`config.mk`:
```
export PLATFORM = sky130hd
export DESIGN_NAME = gtc_timer
export DESIGN_NICKNAME = d
export VERILOG_FILES = /design/src/shared/gtc_pkg.sv /design/src/rtl/gtc_timer.sv /design/src/rtl/gtc_sync3.sv
export SDC_FILE = /design/constraint.sdc
export NUM_CORES = 1
export LEC_CHECK = 0
export ABC_AREA = 1
export BUFFER_PORTS_ARGS = -buffer_cell sky130_fd_sc_hd__buf_2
export CAP_MARGIN = 20
export CORE_MARGIN = 2
export CORE_UTILIZATION = 54
export CTS_CLUSTER_DIAMETER = 40
export DETAILED_ROUTE_END_ITERATION = 7
export PLACE_DENSITY = 0.73
export SLEW_MARGIN = 20
export SYNTH_ARGS = -nofsm -noshare
export SYNTH_HDL_FRONTEND = slang
export SYNTH_SLANG_ARGS = --single-unit
```
`constraint.sdc`:
```
create_clock -name clock -period 3.6 [get_ports clock]
set_clock_uncertainty 0.05 [all_clocks]
set_input_delay 0.18 -clock clock [delete_from_list [all_inputs] [get_ports clock]]
set_output_delay 0.18 -clock clock [all_outputs]
set_load 0.02 [all_outputs]
```
`src/shared/gtc_pkg.sv`:
```
// Package for the gated 16-bit timer/counter: register map, fields, reset values.
// Assumes a byte-wide register port with a 3-bit address.
package gtc_pkg;

  localparam logic [2:0] GTC_ADDR_CONTROL = 3'h0;
  localparam logic [2:0] GTC_ADDR_GATE    = 3'h1;
  localparam logic [2:0] GTC_ADDR_OSC     = 3'h2;
  localparam logic [2:0] GTC_ADDR_LOW     = 3'h3;
  localparam logic [2:0] GTC_ADDR_HIGH    = 3'h4;
  localparam logic [2:0] GTC_ADDR_FLAGS   = 3'h5;

  localparam logic [7:0] GTC_CONTROL_RESET = 8'h00;
  localparam logic [7:0] GTC_GATE_RESET    = 8'h00;
  localparam logic [7:0] GTC_OSC_RESET     = 8'h00;

  localparam int GTC_BIT_ON       = 0;
  localparam int GTC_BIT_WIDE     = 1;
  localparam int GTC_BIT_NOSYNC   = 2;
  localparam int GTC_BIT_SECONDARY_OSCILLATOR_EN  = 3;
  localparam int GTC_BIT_GE       = 7;
  localparam int GTC_BIT_GPOL     = 6;
  localparam int GTC_BIT_GTM      = 5;
  localparam int GTC_BIT_GSPM     = 4;
  localparam int GTC_BIT_GO       = 3;
  localparam int GTC_BIT_GVAL     = 2;
  localparam int GTC_BIT_KEEP_RUN = 3;
  localparam int GTC_BIT_SYS_SECONDARY_OSCILLATOR = 6;
  localparam int GTC_BIT_MID_STBL = 1;
  localparam int GTC_BIT_MID_SEL  = 0;

  localparam logic [1:0] GTC_SRC_INSTR = 2'h0;
  localparam logic [1:0] GTC_SRC_SYS   = 2'h1;
  localparam logic [1:0] GTC_SRC_EXT   = 2'h2;

  localparam logic [1:0] GTC_INSTR_DIV_LAST = 2'h3;

  typedef struct packed {
    logic [2:0] addr;
    logic [7:0] wdata;
    logic       wr;
    logic       rd;
  } gtc_bus_t;

  typedef struct packed {
    logic gate_pin;
    logic partner_match;
    logic comp1;
    logic comp2;
  } gtc_gate_in_t;

  typedef enum logic [1:0] {
    GTC_EXT_WAIT_LOW = 2'b00,
    GTC_EXT_ARMED    = 2'b01
  } gtc_ext_state_t;

endpackage : gtc_pkg

```
`src/rtl/gtc_timer.sv`:
```
// Gated 16-bit timer/counter with prescaler, gate logic and buffered access.
// Assumes a byte register port; external clocks are sampled by the core clock.
//////////////////////////////////////////////////////////////////////////////
// Operation
// RULE1: source field picks instruction, system or external
// RULE2: oscillator enable picks pin or oscillator input
// RULE3: external counting starts after first falling edge
// RULE4: prescale field divides by one to eight
// RULE5: sync bit selects synchronised external input
// RULE6: on bit enables counting, clear holds count
// RULE7: gate enable makes counting follow gate
// RULE8: polarity bit selects active high or low
// RULE9: toggle mode divides gate; clear holds flop (the code resets toggle_ff to 0 while the bit is clear)
// RULE10: single pulse mode; clearing it clears go
// RULE11: go bit reads one while armed
// RULE12: trailing edge clears go, blocks further counting
// RULE13: gate level bit always shows gate value
// RULE14: gate source field selects among four inputs
// RULE15: gate enable requests watchdog oscillator
// RULE16: software writes gate control before control
// RULE17: software avoids system clock for capture
// RULE18: byte mode accesses bytes directly
// RULE19: wide mode low read latches high byte
// RULE20: wide mode high write goes to buffer
// RULE21: low byte write clears the prescaler
// RULE22: keep running bit holds oscillator on
// RULE23: counter wraps and sets overflow flag
// RULE24: gate falling edge sets gate event flag
// RULE25: special event trigger clears the counter
//
// Decided for this implementation: the register offsets and the strobed register port.
module gtc_timer (
  // Clock and reset
  input  wire logic                  clock,
  input  wire logic                  resetn,
  // Register port
  input  wire gtc_pkg::gtc_bus_t     bus,
  output logic [7:0]                 rdata,
  // External inputs
  input  wire logic                  external_count_pin,
  input  wire logic                  secondary_oscillator,
  input  wire logic                  osc_digital_input,
  input  wire gtc_pkg::gtc_gate_in_t gate_in,
  input  wire logic                  special_event,
  input  wire logic                  system_on_secondary_osc,
  input  wire logic                  mid_osc_stable,
  // Status and requests
  output logic                       overflow_flag,
  output logic                       overflow_irq,
  output logic                       gate_event_flag,
  output logic                       gate_event_irq,
  output logic                       watchdog_osc_request,
  output logic                       osc_run_request,
  output logic                       mid_osc_select
);
  import gtc_pkg::*;

  logic [7:0]     timer_control;
  logic [7:0]     timer_gate_control;
  logic           osc_keep_running;
  logic           pulse_acquire_go_done;
  logic [1:0]     irq_enable;
  logic [15:0]    count;
  logic [7:0]     high_buffer;
  logic [2:0]     prescale;
  logic [1:0]     instr_div;
  logic           ext_prev;
  gtc_ext_state_t ext_state;
  logic           toggle_ff;
  logic           gate_prev;
  logic           level_prev;
  logic           pulse_seen;

  //////////////////////////////////////////////////////////////////////////////
  // Input synchronisers for pin-side signals
  logic pin_sync;
  logic osc_sync;
  logic dig_sync;
  logic gpin_sync;
  logic cmp1_sync;
  logic cmp2_sync;

  gtc_sync3 u_sync_pin  (.clock(clock), .resetn(resetn), .din(external_count_pin),
                         .dout(pin_sync));
  gtc_sync3 u_sync_osc  (.clock(clock), .resetn(resetn), .din(secondary_oscillator),
                         .dout(osc_sync));
  gtc_sync3 u_sync_dig  (.clock(clock), .resetn(resetn), .din(osc_digital_input),
                         .dout(dig_sync));
  gtc_sync3 u_sync_gpin (.clock(clock), .resetn(resetn), .din(gate_in.gate_pin),
                         .dout(gpin_sync));
  gtc_sync3 u_sync_c1   (.clock(clock), .resetn(resetn), .din(gate_in.comp1),
                         .dout(cmp1_sync));
  gtc_sync3 u_sync_c2   (.clock(clock), .resetn(resetn), .din(gate_in.comp2),
                         .dout(cmp2_sync));

  //////////////////////////////////////////////////////////////////////////////
  // Control fields
  wire [1:0] count_source_select   = timer_control[7:6];
  wire [1:0] input_prescale_select = timer_control[5:4];
  wire       secondary_osc_enable  = timer_control[GTC_BIT_SECONDARY_OSCILLATOR_EN];
  wire       external_sync_disable = timer_control[GTC_BIT_NOSYNC];
  wire       wide_access_mode      = timer_control[GTC_BIT_WIDE];
  wire       counter_on            = timer_control[GTC_BIT_ON];
  wire       gate_enable           = timer_gate_control[GTC_BIT_GE];
  wire       gate_polarity         = timer_gate_control[GTC_BIT_GPOL];
  wire       gate_toggle_mode      = timer_gate_control[GTC_BIT_GTM];
  wire       gate_single_pulse_mode = timer_gate_control[GTC_BIT_GSPM];
  wire [1:0] gate_source_select    = timer_gate_control[1:0];

  //////////////////////////////////////////////////////////////////////////////
  // Count clock selection
  // The sync bit cannot truly bypass sampling in a one-clock design; when set the
  // oscillator path takes the digital oscillator input through its own synchroniser,
  // with the same agreement filtering as the other inputs; the pin path is unchanged.
  wire ext_pick_sync = secondary_osc_enable ? osc_sync : pin_sync;      // [RULE2]
  wire ext_pick_raw  = secondary_osc_enable ? dig_sync : pin_sync;      // [RULE2]
  wire ext_level     = external_sync_disable ? ext_pick_raw : ext_pick_sync; // [RULE5]
  wire ext_rise      = ext_level & ~ext_prev;
  wire ext_fall      = ~ext_level & ext_prev;
  wire ext_tick      = ext_rise && (ext_state == GTC_EXT_ARMED);        // [RULE3]
  wire instr_tick    = (instr_div == GTC_INSTR_DIV_LAST);

  logic src_tick;
  always_comb begin
    case (count_source_select)                                          // [RULE1]
      GTC_SRC_INSTR: src_tick = instr_tick;
      GTC_SRC_SYS:   src_tick = 1'b1;
      GTC_SRC_EXT:   src_tick = ext_tick;
      default:       src_tick = ext_tick;
    endcase
  end

  function automatic logic [2:0] prescale_mask(input logic [1:0] sel);
    prescale_mask = 3'((4'h1 << sel) - 4'h1);
  endfunction : prescale_mask

  wire [2:0] ps_mask  = prescale_mask(input_prescale_select);
  wire       ps_tick  = src_tick && ((prescale & ps_mask) == ps_mask);  // [RULE4]

  //////////////////////////////////////////////////////////////////////////////
  // Gate path
  logic gate_raw;
  always_comb begin
    case (gate_source_select)                                           // [RULE14]
      2'h0:    gate_raw = gpin_sync;
      2'h1:    gate_raw = gate_in.partner_match;
      2'h2:    gate_raw = cmp1_sync;
      default: gate_raw = cmp2_sync;
    endcase
  end

  wire gate_pol    = gate_polarity ? gate_raw : ~gate_raw;             // [RULE8]
  wire gate_rise   = gate_pol & ~gate_prev;
  wire gate_tog    = gate_toggle_mode ? toggle_ff : gate_pol;          // [RULE9]
  wire gate_level  = gate_single_pulse_mode ?
                     (gate_tog & pulse_acquire_go_done & pulse_seen) : gate_tog; // [RULE12]
  logic level_prev_tog;
  wire level_fall  = ~gate_level & level_prev;
  wire tog_rise    = gate_tog & ~level_prev_tog;

  wire count_en    = counter_on && (!gate_enable || gate_level);       // [RULE6] [RULE7]
  wire count_step  = count_en && ps_tick;
  wire wrap        = count_step && (count == 16'hFFFF);                // [RULE23]

  //////////////////////////////////////////////////////////////////////////////
  // Register decode
  wire wr_ctrl  = bus.wr && (bus.addr == GTC_ADDR_CONTROL);
  wire wr_gate  = bus.wr && (bus.addr == GTC_ADDR_GATE);
  wire wr_osc   = bus.wr && (bus.addr == GTC_ADDR_OSC);
  wire wr_low   = bus.wr && (bus.addr == GTC_ADDR_LOW);
  wire wr_high  = bus.wr && (bus.addr == GTC_ADDR_HIGH);
  wire wr_flags = bus.wr && (bus.addr == GTC_ADDR_FLAGS);
  wire rd_low   = bus.rd && (bus.addr == GTC_ADDR_LOW);
  wire go_set   = wr_gate && bus.wdata[GTC_BIT_GO] && bus.wdata[GTC_BIT_GSPM];
  wire go_clear = (wr_gate && !bus.wdata[GTC_BIT_GSPM])                // [RULE10]
                  || (gate_single_pulse_mode && pulse_seen && level_fall); // [RULE12]

  wire [7:0] gate_readback = {timer_gate_control[7:4], pulse_acquire_go_done,
                              gate_level, timer_gate_control[1:0]};     // [RULE11] [RULE13]
  wire [7:0] osc_readback  = {1'b0, system_on_secondary_osc, 2'b00, osc_keep_running,
                              1'b0, mid_osc_stable, mid_osc_select};
  wire [7:0] high_readback = wide_access_mode ? high_buffer : count[15:8]; // [RULE18]

  logic [7:0] next_rdata;
  always_comb begin
    case (bus.addr)
      GTC_ADDR_CONTROL: next_rdata = timer_control;
      GTC_ADDR_GATE:    next_rdata = gate_readback;
      GTC_ADDR_OSC:     next_rdata = osc_readback;
      GTC_ADDR_LOW:     next_rdata = count[7:0];
      GTC_ADDR_HIGH:    next_rdata = high_readback;
      GTC_ADDR_FLAGS:   next_rdata = {4'h0, irq_enable, gate_event_flag, overflow_flag};
      default:          next_rdata = 8'h00;
    endcase
  end

  // Low write in wide mode loads the buffered high byte and the written low byte at once
  wire [15:0] write_value = wide_access_mode ? {high_buffer, bus.wdata}   // [RULE20]
                                             : {count[15:8], bus.wdata};  // [RULE18]
  wire        direct_high = wr_high && !wide_access_mode;                 // [RULE18]

  //////////////////////////////////////////////////////////////////////////////
  // Registers
  always_ff @(posedge clock or negedge resetn) begin
    if (!resetn) begin
      timer_control      <= GTC_CONTROL_RESET;
      timer_gate_control <= GTC_GATE_RESET;
      osc_keep_running   <= 1'b0;
      mid_osc_select     <= 1'b0;
      irq_enable         <= 2'b00;
      rdata              <= 8'h00;
    end else begin
      rdata <= bus.rd ? next_rdata : 8'h00;
      if (wr_ctrl) begin
        timer_control <= bus.wdata;
      end
      if (wr_gate) begin
        timer_gate_control <= bus.wdata;
      end
      if (wr_osc) begin
        osc_keep_running <= bus.wdata[GTC_BIT_KEEP_RUN];
        mid_osc_select   <= bus.wdata[GTC_BIT_MID_SEL];
      end
      if (wr_flags) begin
        irq_enable <= bus.wdata[3:2];
      end
    end
  end

  // Go bit: hardware completion wins nothing over software arming in one cycle;
  // arming in the completion cycle keeps the capture armed
  always_ff @(posedge clock or negedge resetn) begin
    if (!resetn) begin
      pulse_acquire_go_done <= 1'b0;
      pulse_seen            <= 1'b0;
    end else begin
      if (go_set) begin
        pulse_acquire_go_done <= 1'b1;                                  // [RULE11]
        pulse_seen            <= 1'b0;
      end else if (go_clear) begin
        pulse_acquire_go_done <= 1'b0;                                  // [RULE10] [RULE12]
        pulse_seen            <= 1'b0;
      end else if (pulse_acquire_go_done && tog_rise) begin
        pulse_seen <= 1'b1;
      end
    end
  end

  // Counter, buffer and prescaler
  always_ff @(posedge clock or negedge resetn) begin
    if (!resetn) begin
      count       <= 16'h0000;
      high_buffer <= 8'h00;
      prescale    <= 3'h0;
    end else begin
      if (special_event) begin
        count <= 16'h0000;                                              // [RULE25]
      end else if (wr_low) begin
        count <= write_value;                                           // [RULE20]
      end else if (direct_high) begin
        count <= {bus.wdata, count[7:0]};
      end else if (count_step) begin
        count <= count + 16'h0001;                                      // [RULE23]
      end
      if (wr_high && wide_access_mode) begin
        high_buffer <= bus.wdata;                                       // [RULE20]
      end else if (rd_low && wide_access_mode) begin
        high_buffer <= count[15:8];                                     // [RULE19]
      end
      if (wr_low) begin
        prescale <= 3'h0;                                               // [RULE21]
      end else if (count_en && src_tick) begin
        prescale <= prescale + 3'h1;
      end
    end
  end

  // Clock dividers, edge trackers and gate flops
  always_ff @(posedge clock or negedge resetn) begin
    if (!resetn) begin
      instr_div      <= 2'h0;
      ext_prev       <= 1'b0;
      ext_state      <= GTC_EXT_WAIT_LOW;
      gate_prev      <= 1'b0;
      toggle_ff      <= 1'b0;
      level_prev     <= 1'b0;
      level_prev_tog <= 1'b0;
    end else begin
      instr_div      <= instr_div + 2'h1;
      ext_prev       <= ext_level;
      gate_prev      <= gate_pol;
      level_prev     <= gate_level;
      level_prev_tog <= gate_tog;
      if (wr_ctrl) begin
        ext_state <= GTC_EXT_WAIT_LOW;
      end else if (ext_fall) begin
        ext_state <= GTC_EXT_ARMED;                                     // [RULE3]
      end
      if (!gate_toggle_mode) begin
        toggle_ff <= 1'b0;                                              // [RULE9]
      end else if (gate_rise) begin
        toggle_ff <= ~toggle_ff;                                        // [RULE9]
      end
    end
  end

  // Flags: a hardware set in the clear cycle wins
  always_ff @(posedge clock or negedge resetn) begin
    if (!resetn) begin
      overflow_flag        <= 1'b0;
      gate_event_flag      <= 1'b0;
      overflow_irq         <= 1'b0;
      gate_event_irq       <= 1'b0;
      watchdog_osc_request <= 1'b0;
      osc_run_request      <= 1'b0;
    end else begin
      if (wrap) begin
        overflow_flag <= 1'b1;                                          // [RULE23]
      end else if (wr_flags && !bus.wdata[0]) begin
        overflow_flag <= 1'b0;
      end
      if (level_fall) begin
        gate_event_flag <= 1'b1;                                        // [RULE24]
      end else if (wr_flags && !bus.wdata[1]) begin
        gate_event_flag <= 1'b0;
      end
      overflow_irq         <= overflow_flag & irq_enable[0];            // [RULE23]
      gate_event_irq       <= gate_event_flag & irq_enable[1];
      watchdog_osc_request <= gate_enable;                              // [RULE15]
      osc_run_request      <= osc_keep_running ||                       // [RULE22]
                              (secondary_osc_enable && count_source_select == GTC_SRC_EXT);
    end
  end
endmodule : gtc_timer

```
`src/rtl/gtc_sync3.sv`:
```
// Three-flop synchroniser with agreement filter for one asynchronous input.
// Assumes the input is asynchronous to clock.
module gtc_sync3 (
  // Clock and reset
  input  wire logic clock,
  input  wire logic resetn,
  // Signal
  input  wire logic din,
  output logic      dout
);
  logic s1;
  logic s2;
  logic s3;

  always_ff @(posedge clock or negedge resetn) begin
    if (!resetn) begin
      s1   <= 1'b0;
      s2   <= 1'b0;
      s3   <= 1'b0;
      dout <= 1'b0;
    end else begin
      s1 <= din;
      s2 <= s1;
      s3 <= s2;
      // A change counts only once the later two stages agree
      if (s2 == s3) begin
        dout <= s3;
      end
    end
  end
endmodule : gtc_sync3

```
## Word level (Yosys, flattened, before mapping)

Index checks and enable logic that the tools add are counted.

- Bits in registers: 96
- Output and inout bits: 15

- $add $sub $neg: 4
- Equality and inequality tests: 22
- Shifts and indexed selects: 1
- Mux-type cells: 33
- Bitwise operators: 17
- Reduce and logical (&&, ||, !) cells: 47

Operators by type and width:

| operator | number |
|---|---|
| $mux 16 | 5 |
| $pmux 8 s6 | 1 |
| $mux 8 | 4 |
| $logic_and 1x1->1 | 25 |
| $mux 1 | 17 |
| $add 16x1->16 const B | 1 |
| $eq 16x16->1 const B | 1 |
| $reduce_bool 2->1 | 6 |
| $and 1x1->1 | 9 |
| $not 1->1 | 7 |
| $eq 1x1->1 | 6 |
| $eq 2x1->1 const B | 3 |
| $eq 2x2->1 const B | 3 |
| $eq 3x2->1 const B | 2 |
| $eq 3x3->1 const B | 2 |
| $mux 3 | 2 |
| $ne 3x3->1 const B | 2 |
| $reduce_bool 3->1 | 2 |
| $logic_not 1->1 | 5 |
| $logic_not 2->1 | 2 |
| $mux 2 | 2 |
| $reduce_and 2->1 | 2 |
| $reduce_bool 4->1 | 1 |
| $add 3x1->3 const B | 1 |
| 11 further kinds | 13 |

## Depth between registers and ports, before layout

- Depth in word-level cells: 15
- Depth in mapped cells: 14
- Gate-level depth less buffers: 14

## Hierarchy

Synthesis repeated with hierarchy kept, for this count alone.

- Cells, all modules: 544
- Area total of the unflattened synthesis: 4504.3 um^2

Modules (own cells, without submodules):

| module | times used | cells each | area an instance (um^2) | sequential area each (um^2) |
|---|---|---|---|---|
| gtc_timer | 1 | 496 | 3806.2 | 1726.7 |
| gtc_sync3 | 6 | 8 | 116.4 | 100.1 |

## Worst setup path before layout

OpenSTA, ideal clock, no wires.

- Kind: reg2reg
- Start point: register count[1]
- End point: register overflow_flag
- Setup time: 0.076 ns
- Data arrival time: 1.492 ns
- Data required time: 3.474 ns
- Setup slack: 1.982 ns
- Stages on the path, launching flop included: 7
- Cell sequence: dfrtp_1 -> ha_1 -> nand3_2 -> nor3_4 -> nand3_2 -> or4_1 -> o21ai_1

- Word-level cells in the longest chain between the ends: 3
- Elaborated cells on any way between the ends: 4
- Classes of those cells: eq/ne (1); mux (1); reduce/logical (2)

RTL lines:

| item | RTL line | RTL |
|---|---|---|
| start, declared | gtc_timer.sv:63 | `logic [15:0] count;` |
| start signal, assigned | gtc_timer.sv:259 | `count <= write_value;` |
| start signal, assigned | gtc_timer.sv:261 | `count <= {bus.wdata, count[7:0]};` |
| start signal, assigned | gtc_timer.sv:263 | `count <= count + 16'h0001;` |
| $eq 16x16->1 (*) | gtc_timer.sv:163 | `wire wrap = count_step && (count == 16'hFFFF);` |
| $logic_and 1x1->1 (*) | gtc_timer.sv:163 |  |
| $mux 1 / $reduce_bool 2->1 (equally long branches) | n/a |  |
| end signal, assigned | gtc_timer.sv:310 | `overflow_flag <= 1'b0;` |
| end signal, assigned | gtc_timer.sv:318 | `overflow_flag <= 1'b1;` |
| end signal, assigned | gtc_timer.sv:320 | `overflow_flag <= 1'b0;` |
| end, declared | gtc_timer.sv:48 | `output logic overflow_flag,` |

Mark *: on every way between the ends. The rest lies on a longest branch, timed or not.
A chain may end at the register's enable or synchronous reset.

## Worst setup path after layout

- Start point: register count[0]
- End point: register overflow_flag

Same word-level chain as after synthesis.

==> impl_metrics.py <==
metrics = {
    "placed_design": {
        "routabilityCongestion": 0.973,
        "numPortBuffers": 39,
        "hpwl_um": 8690,
        "numPlacedInstances": 651,
    },
    "timing": {
        "timing.final.hold_violations": 0,
        "finalMaxSlewViolations": 0,
        "slew_headroom_pct": 39.1,
        "timing.setup.tns_ns": 0,
        "finalSetupViolations": 0,
        "final_min_period_over_clock_period_pct": 56.9,
        "finalCriticalPeriod_ns": 2.05,
        "worstMarginPinSlew_ns": 0.910,
        "clock.fmax_mhz": 488,
        "rsz0062_at_grt": "no",
    },
    "final_layout": {
        "finish.net_count": 595,
        "layout.cells.most_common": "sky130_fd_sc_hd__nand2_1",
        "finalCoreUtilization_pct": 62.3,
        "drive_above_1_share_pct": 15.2,
        "layout_common_cells": "116 x sky130_fd_sc_hd__nand2_1, 93 x sky130_fd_sc_hd__dfrtp_1, 60 x sky130_fd_sc_hd__inv_1, 53 x sky130_fd_sc_hd__nand3_1, 39 x sky130_fd_sc_hd__o21ai_0",
        "area_delta_synth_final_pct": 13.3,
        "number_of_standard_cells_in_the_final_layout_excluding_fillers": 677,
        "antennaDiodeCount": 0,
    },
    "critical_path": {
        "timing_worst_setup_path_type": "flop to flop",
        "worst_ep_required_time_ns": 3.85,
        "startpoint_type": "flop",
        "critPathArrivalTime_ns": 2.30,
        "crit_fanout": 9,
        "crit_path_end_kind": "flop",
    },
    "pwr": {
        "leakage_power_nw": 2.45,
        "p_sw_share_pct": 35.0,
        "power_frac_clock_pct": 26.3,
        "power_mw": 2.55,
        "portion_of_total_power_attributed_to_sequential_cells_pct": 52.7,
        "ir_drop_uv": 237,
        "power.density_cell_area_mw_per_mm2": 504,
        "switching_power_mw": 0.894,
        "int_pwr_mw": 1.66,
        "power.combinational.fraction_pct": 20.9,
    },
    "global_routing": {
        "global_route.overflow_total": 0,
        "grt_antenna_before_repair": 0,
        "grt_start_max_net_pins": 69,
        "first_pass_grt_wire_length_um": 19000,
        "track_usage_pct": 28.2,
        "grt_pass1_vias": 3645,
    },
    "yosys": {
        "ys_seq_elements": 93,
        "dominantRegCellSynth": "sky130_fd_sc_hd__dfrtp_1",
        "synthesis.instances": 514,
        "synth_async_sr_flop_share_pct": 100,
        "synth-edff-count": 0,
        "yosysUniqueCellTypes": 42,
        "total_of_warnings_raised_by_yosys": 0,
        "synth.yosys.seq_area_share_pct": 52.0,
        "synth.net_count": 542,
        "avgSynthCellArea_um2": 8.70,
        "synthesis.area_mm2": 0.00447,
    },
    "drt": {
        "via_per_inst": 5.67,
        "routedWlPerCell_um": 17.2,
        "detailroute.via_count": 3841,
        "dr.pass1.iters": 5,
        "wl_um": 11700,
        "drt_drc_violations_left": 0,
        "iteration_0_drc_markers": 383,
        "antenna_violating_nets_post_route": 0,
    },
    "floorplan": {
        "die_w_um": 95.0,
        "chip_height_um": 95.0,
        "floorplan.initialDensity_pct": 55.0,
        "design.portCount": 40,
        "fp.dieArea_mm2": 0.00903,
        "placement_rows": 33,
        "placeableCoreArea_mm2": 0.00813,
    },
    "clock_network": {
        "clock_slew_at_reported_path_ffs_ns": 0.10,
        "clockBufferDepth": 2,
        "cts.htree.levels": 3,
        "number_of_cells_upsized_or_downsized_after_cts": 0,
        "numCtsBuffers": 9,
        "worst_skew_pair.late_latency_ns": 0.37,
        "cts_tree": "yes",
        "clock_tree.root_cell": "sky130_fd_sc_hd__clkbuf_8",
        "clkSinkCount": 93,
    },
    "worst_hold_path": {
        "min-delay-path-class": "input pin to flop",
    },
    "run_status": {
        "status": "complete, no violations",
    },
    "run": {
        "max_cap_violations": 0,
    },
}
-- state kept, by name, summed over array words and instances (netlist names), 2 cells and up --
register            count
high_buffer             8
timer_gate_control      6
irq_enable              2
prescale                3
instr_div               2
rdata                   8
count                  16
timer_control           8
-- what timing repair did --
action                     4_1_cts  5_1_grt
hold endpoints to repair        76        0
hold buffers                    10        0
setup endpoints to repair        0        0
setup buffers                    0        0
-- cells in the mapped netlist, types with 4 or more instances --
master	count	area share, %
sky130_fd_sc_hd__o221ai_1	8	1.6
sky130_fd_sc_hd__dfrtp_1	93	52
sky130_fd_sc_hd__nand3_1	53	5.9
sky130_fd_sc_hd__inv_2	8	0.67
sky130_fd_sc_hd__nor2_1	23	1.9
sky130_fd_sc_hd__clkbuf_1	4	0.34
sky130_fd_sc_hd__o21ai_1	6	0.67
sky130_fd_sc_hd__a21oi_1	27	3.0
sky130_fd_sc_hd__o21ai_0	39	4.4
sky130_fd_sc_hd__nand2_1	116	9.7
sky130_fd_sc_hd__nand2_2	4	0.56
sky130_fd_sc_hd__inv_1	60	5.0
sky130_fd_sc_hd__maj3_1	6	1.3
sky130_fd_sc_hd__a221oi_1	4	0.78
sky130_fd_sc_hd__o22ai_1	11	1.5
sky130_fd_sc_hd__xor2_1	5	0.98
-- routing by layer --
| layer | up-vias | part of all wire (%) | wire, um | global-route usage [%] |
|---|---|---|---|---|
| met5 | - | 0 | 0 | 0 |
| met4 | 0 | 3.5 | 408 | 11.0 |
| met3 | 33 | 6.2 | 722 | 6.88 |
| met2 | 136 | 44 | 5150 | 42.5 |
| met1 | 1837 | 46 | 5380 | 39.6 |
| li1 | 1835 | - | - | - |
-- metrics by stage --
step	setup slack (ns)	area (um^2)	hold slack, ns
6_report	1.55	5070	0.0202
5_1_grt	1.37	5070	0.0583
4_1_cts	1.56	5070	0.0155
3_5_place_dp	1.58	4770	0.240
3_3_place_gp	1.61	4770	0.239
2_1_floorplan	1.98	4470	-0.166
-- final cells by class --
class | count | area (um^2)
Fill cell | 716 | 3070
Multi-Input combinational cell | 344 | 1850
Clock inverter | 7 | 70.1
Timing Repair Buffer | 50 | 305
Tap cell | 105 | 131
Inverter | 69 | 262
Clock buffer | 9 | 124
Sequential cell | 93 | 2330
-- worst max-delay path: stages (launching register included) --
cell and delay, ns:
sky130_fd_sc_hd__dfrtp_1 0.54, sky130_fd_sc_hd__ha_1 0.26, sky130_fd_sc_hd__nand3_2 0.15, sky130_fd_sc_hd__nor3_4 0.24, sky130_fd_sc_hd__nand3_2 0.13, sky130_fd_sc_hd__or4_1 0.47
sky130_fd_sc_hd__o21ai_1 0.15
-- worst paths after layout --
kind,start,end,slack (ns),cells after the start
max in group asynchronous,resetn,rdata[1],2.25,3
worst max-delay path,count[0],overflow_flag,1.55,6
worst max register to register,count[0],overflow_flag,1.55,6
min in group asynchronous,resetn,timer_control[1],0.40,2
worst min-delay path,bus[9],timer_control[7],0.02,3
worst min register to register,u_sync_c2.s1,u_sync_c2.s2,0.30,0
-- power by group through the flow --
| stage | clock [mW] | combinational, mW | sequential, mW |
|---|---|---|---|
| 2_1_floorplan | 0 | 0.344 | 1.34 |
| 3_3_place_gp | 0 | 0.505 | 1.35 |
| 6_report | 0.672 | 0.534 | 1.35 |
| 4_1_cts | 0.693 | 0.533 | 1.34 |
| 5_1_grt | 0.741 | 0.605 | 1.37 |
| 3_5_place_dp | 0 | 0.522 | 1.36 |
-- kinds of logic after synthesis --
logic type / synth area share (%)
AOI/OAI and AO/OA: 14.0
xor gates and xnor gates: 1.37
adders and majority gates: 2.18
buffers and inverters: 6.69
DFF: 52.0
and+or+nand+nor: 23.7
No activity file was read; power rests on OpenSTA's default activity.
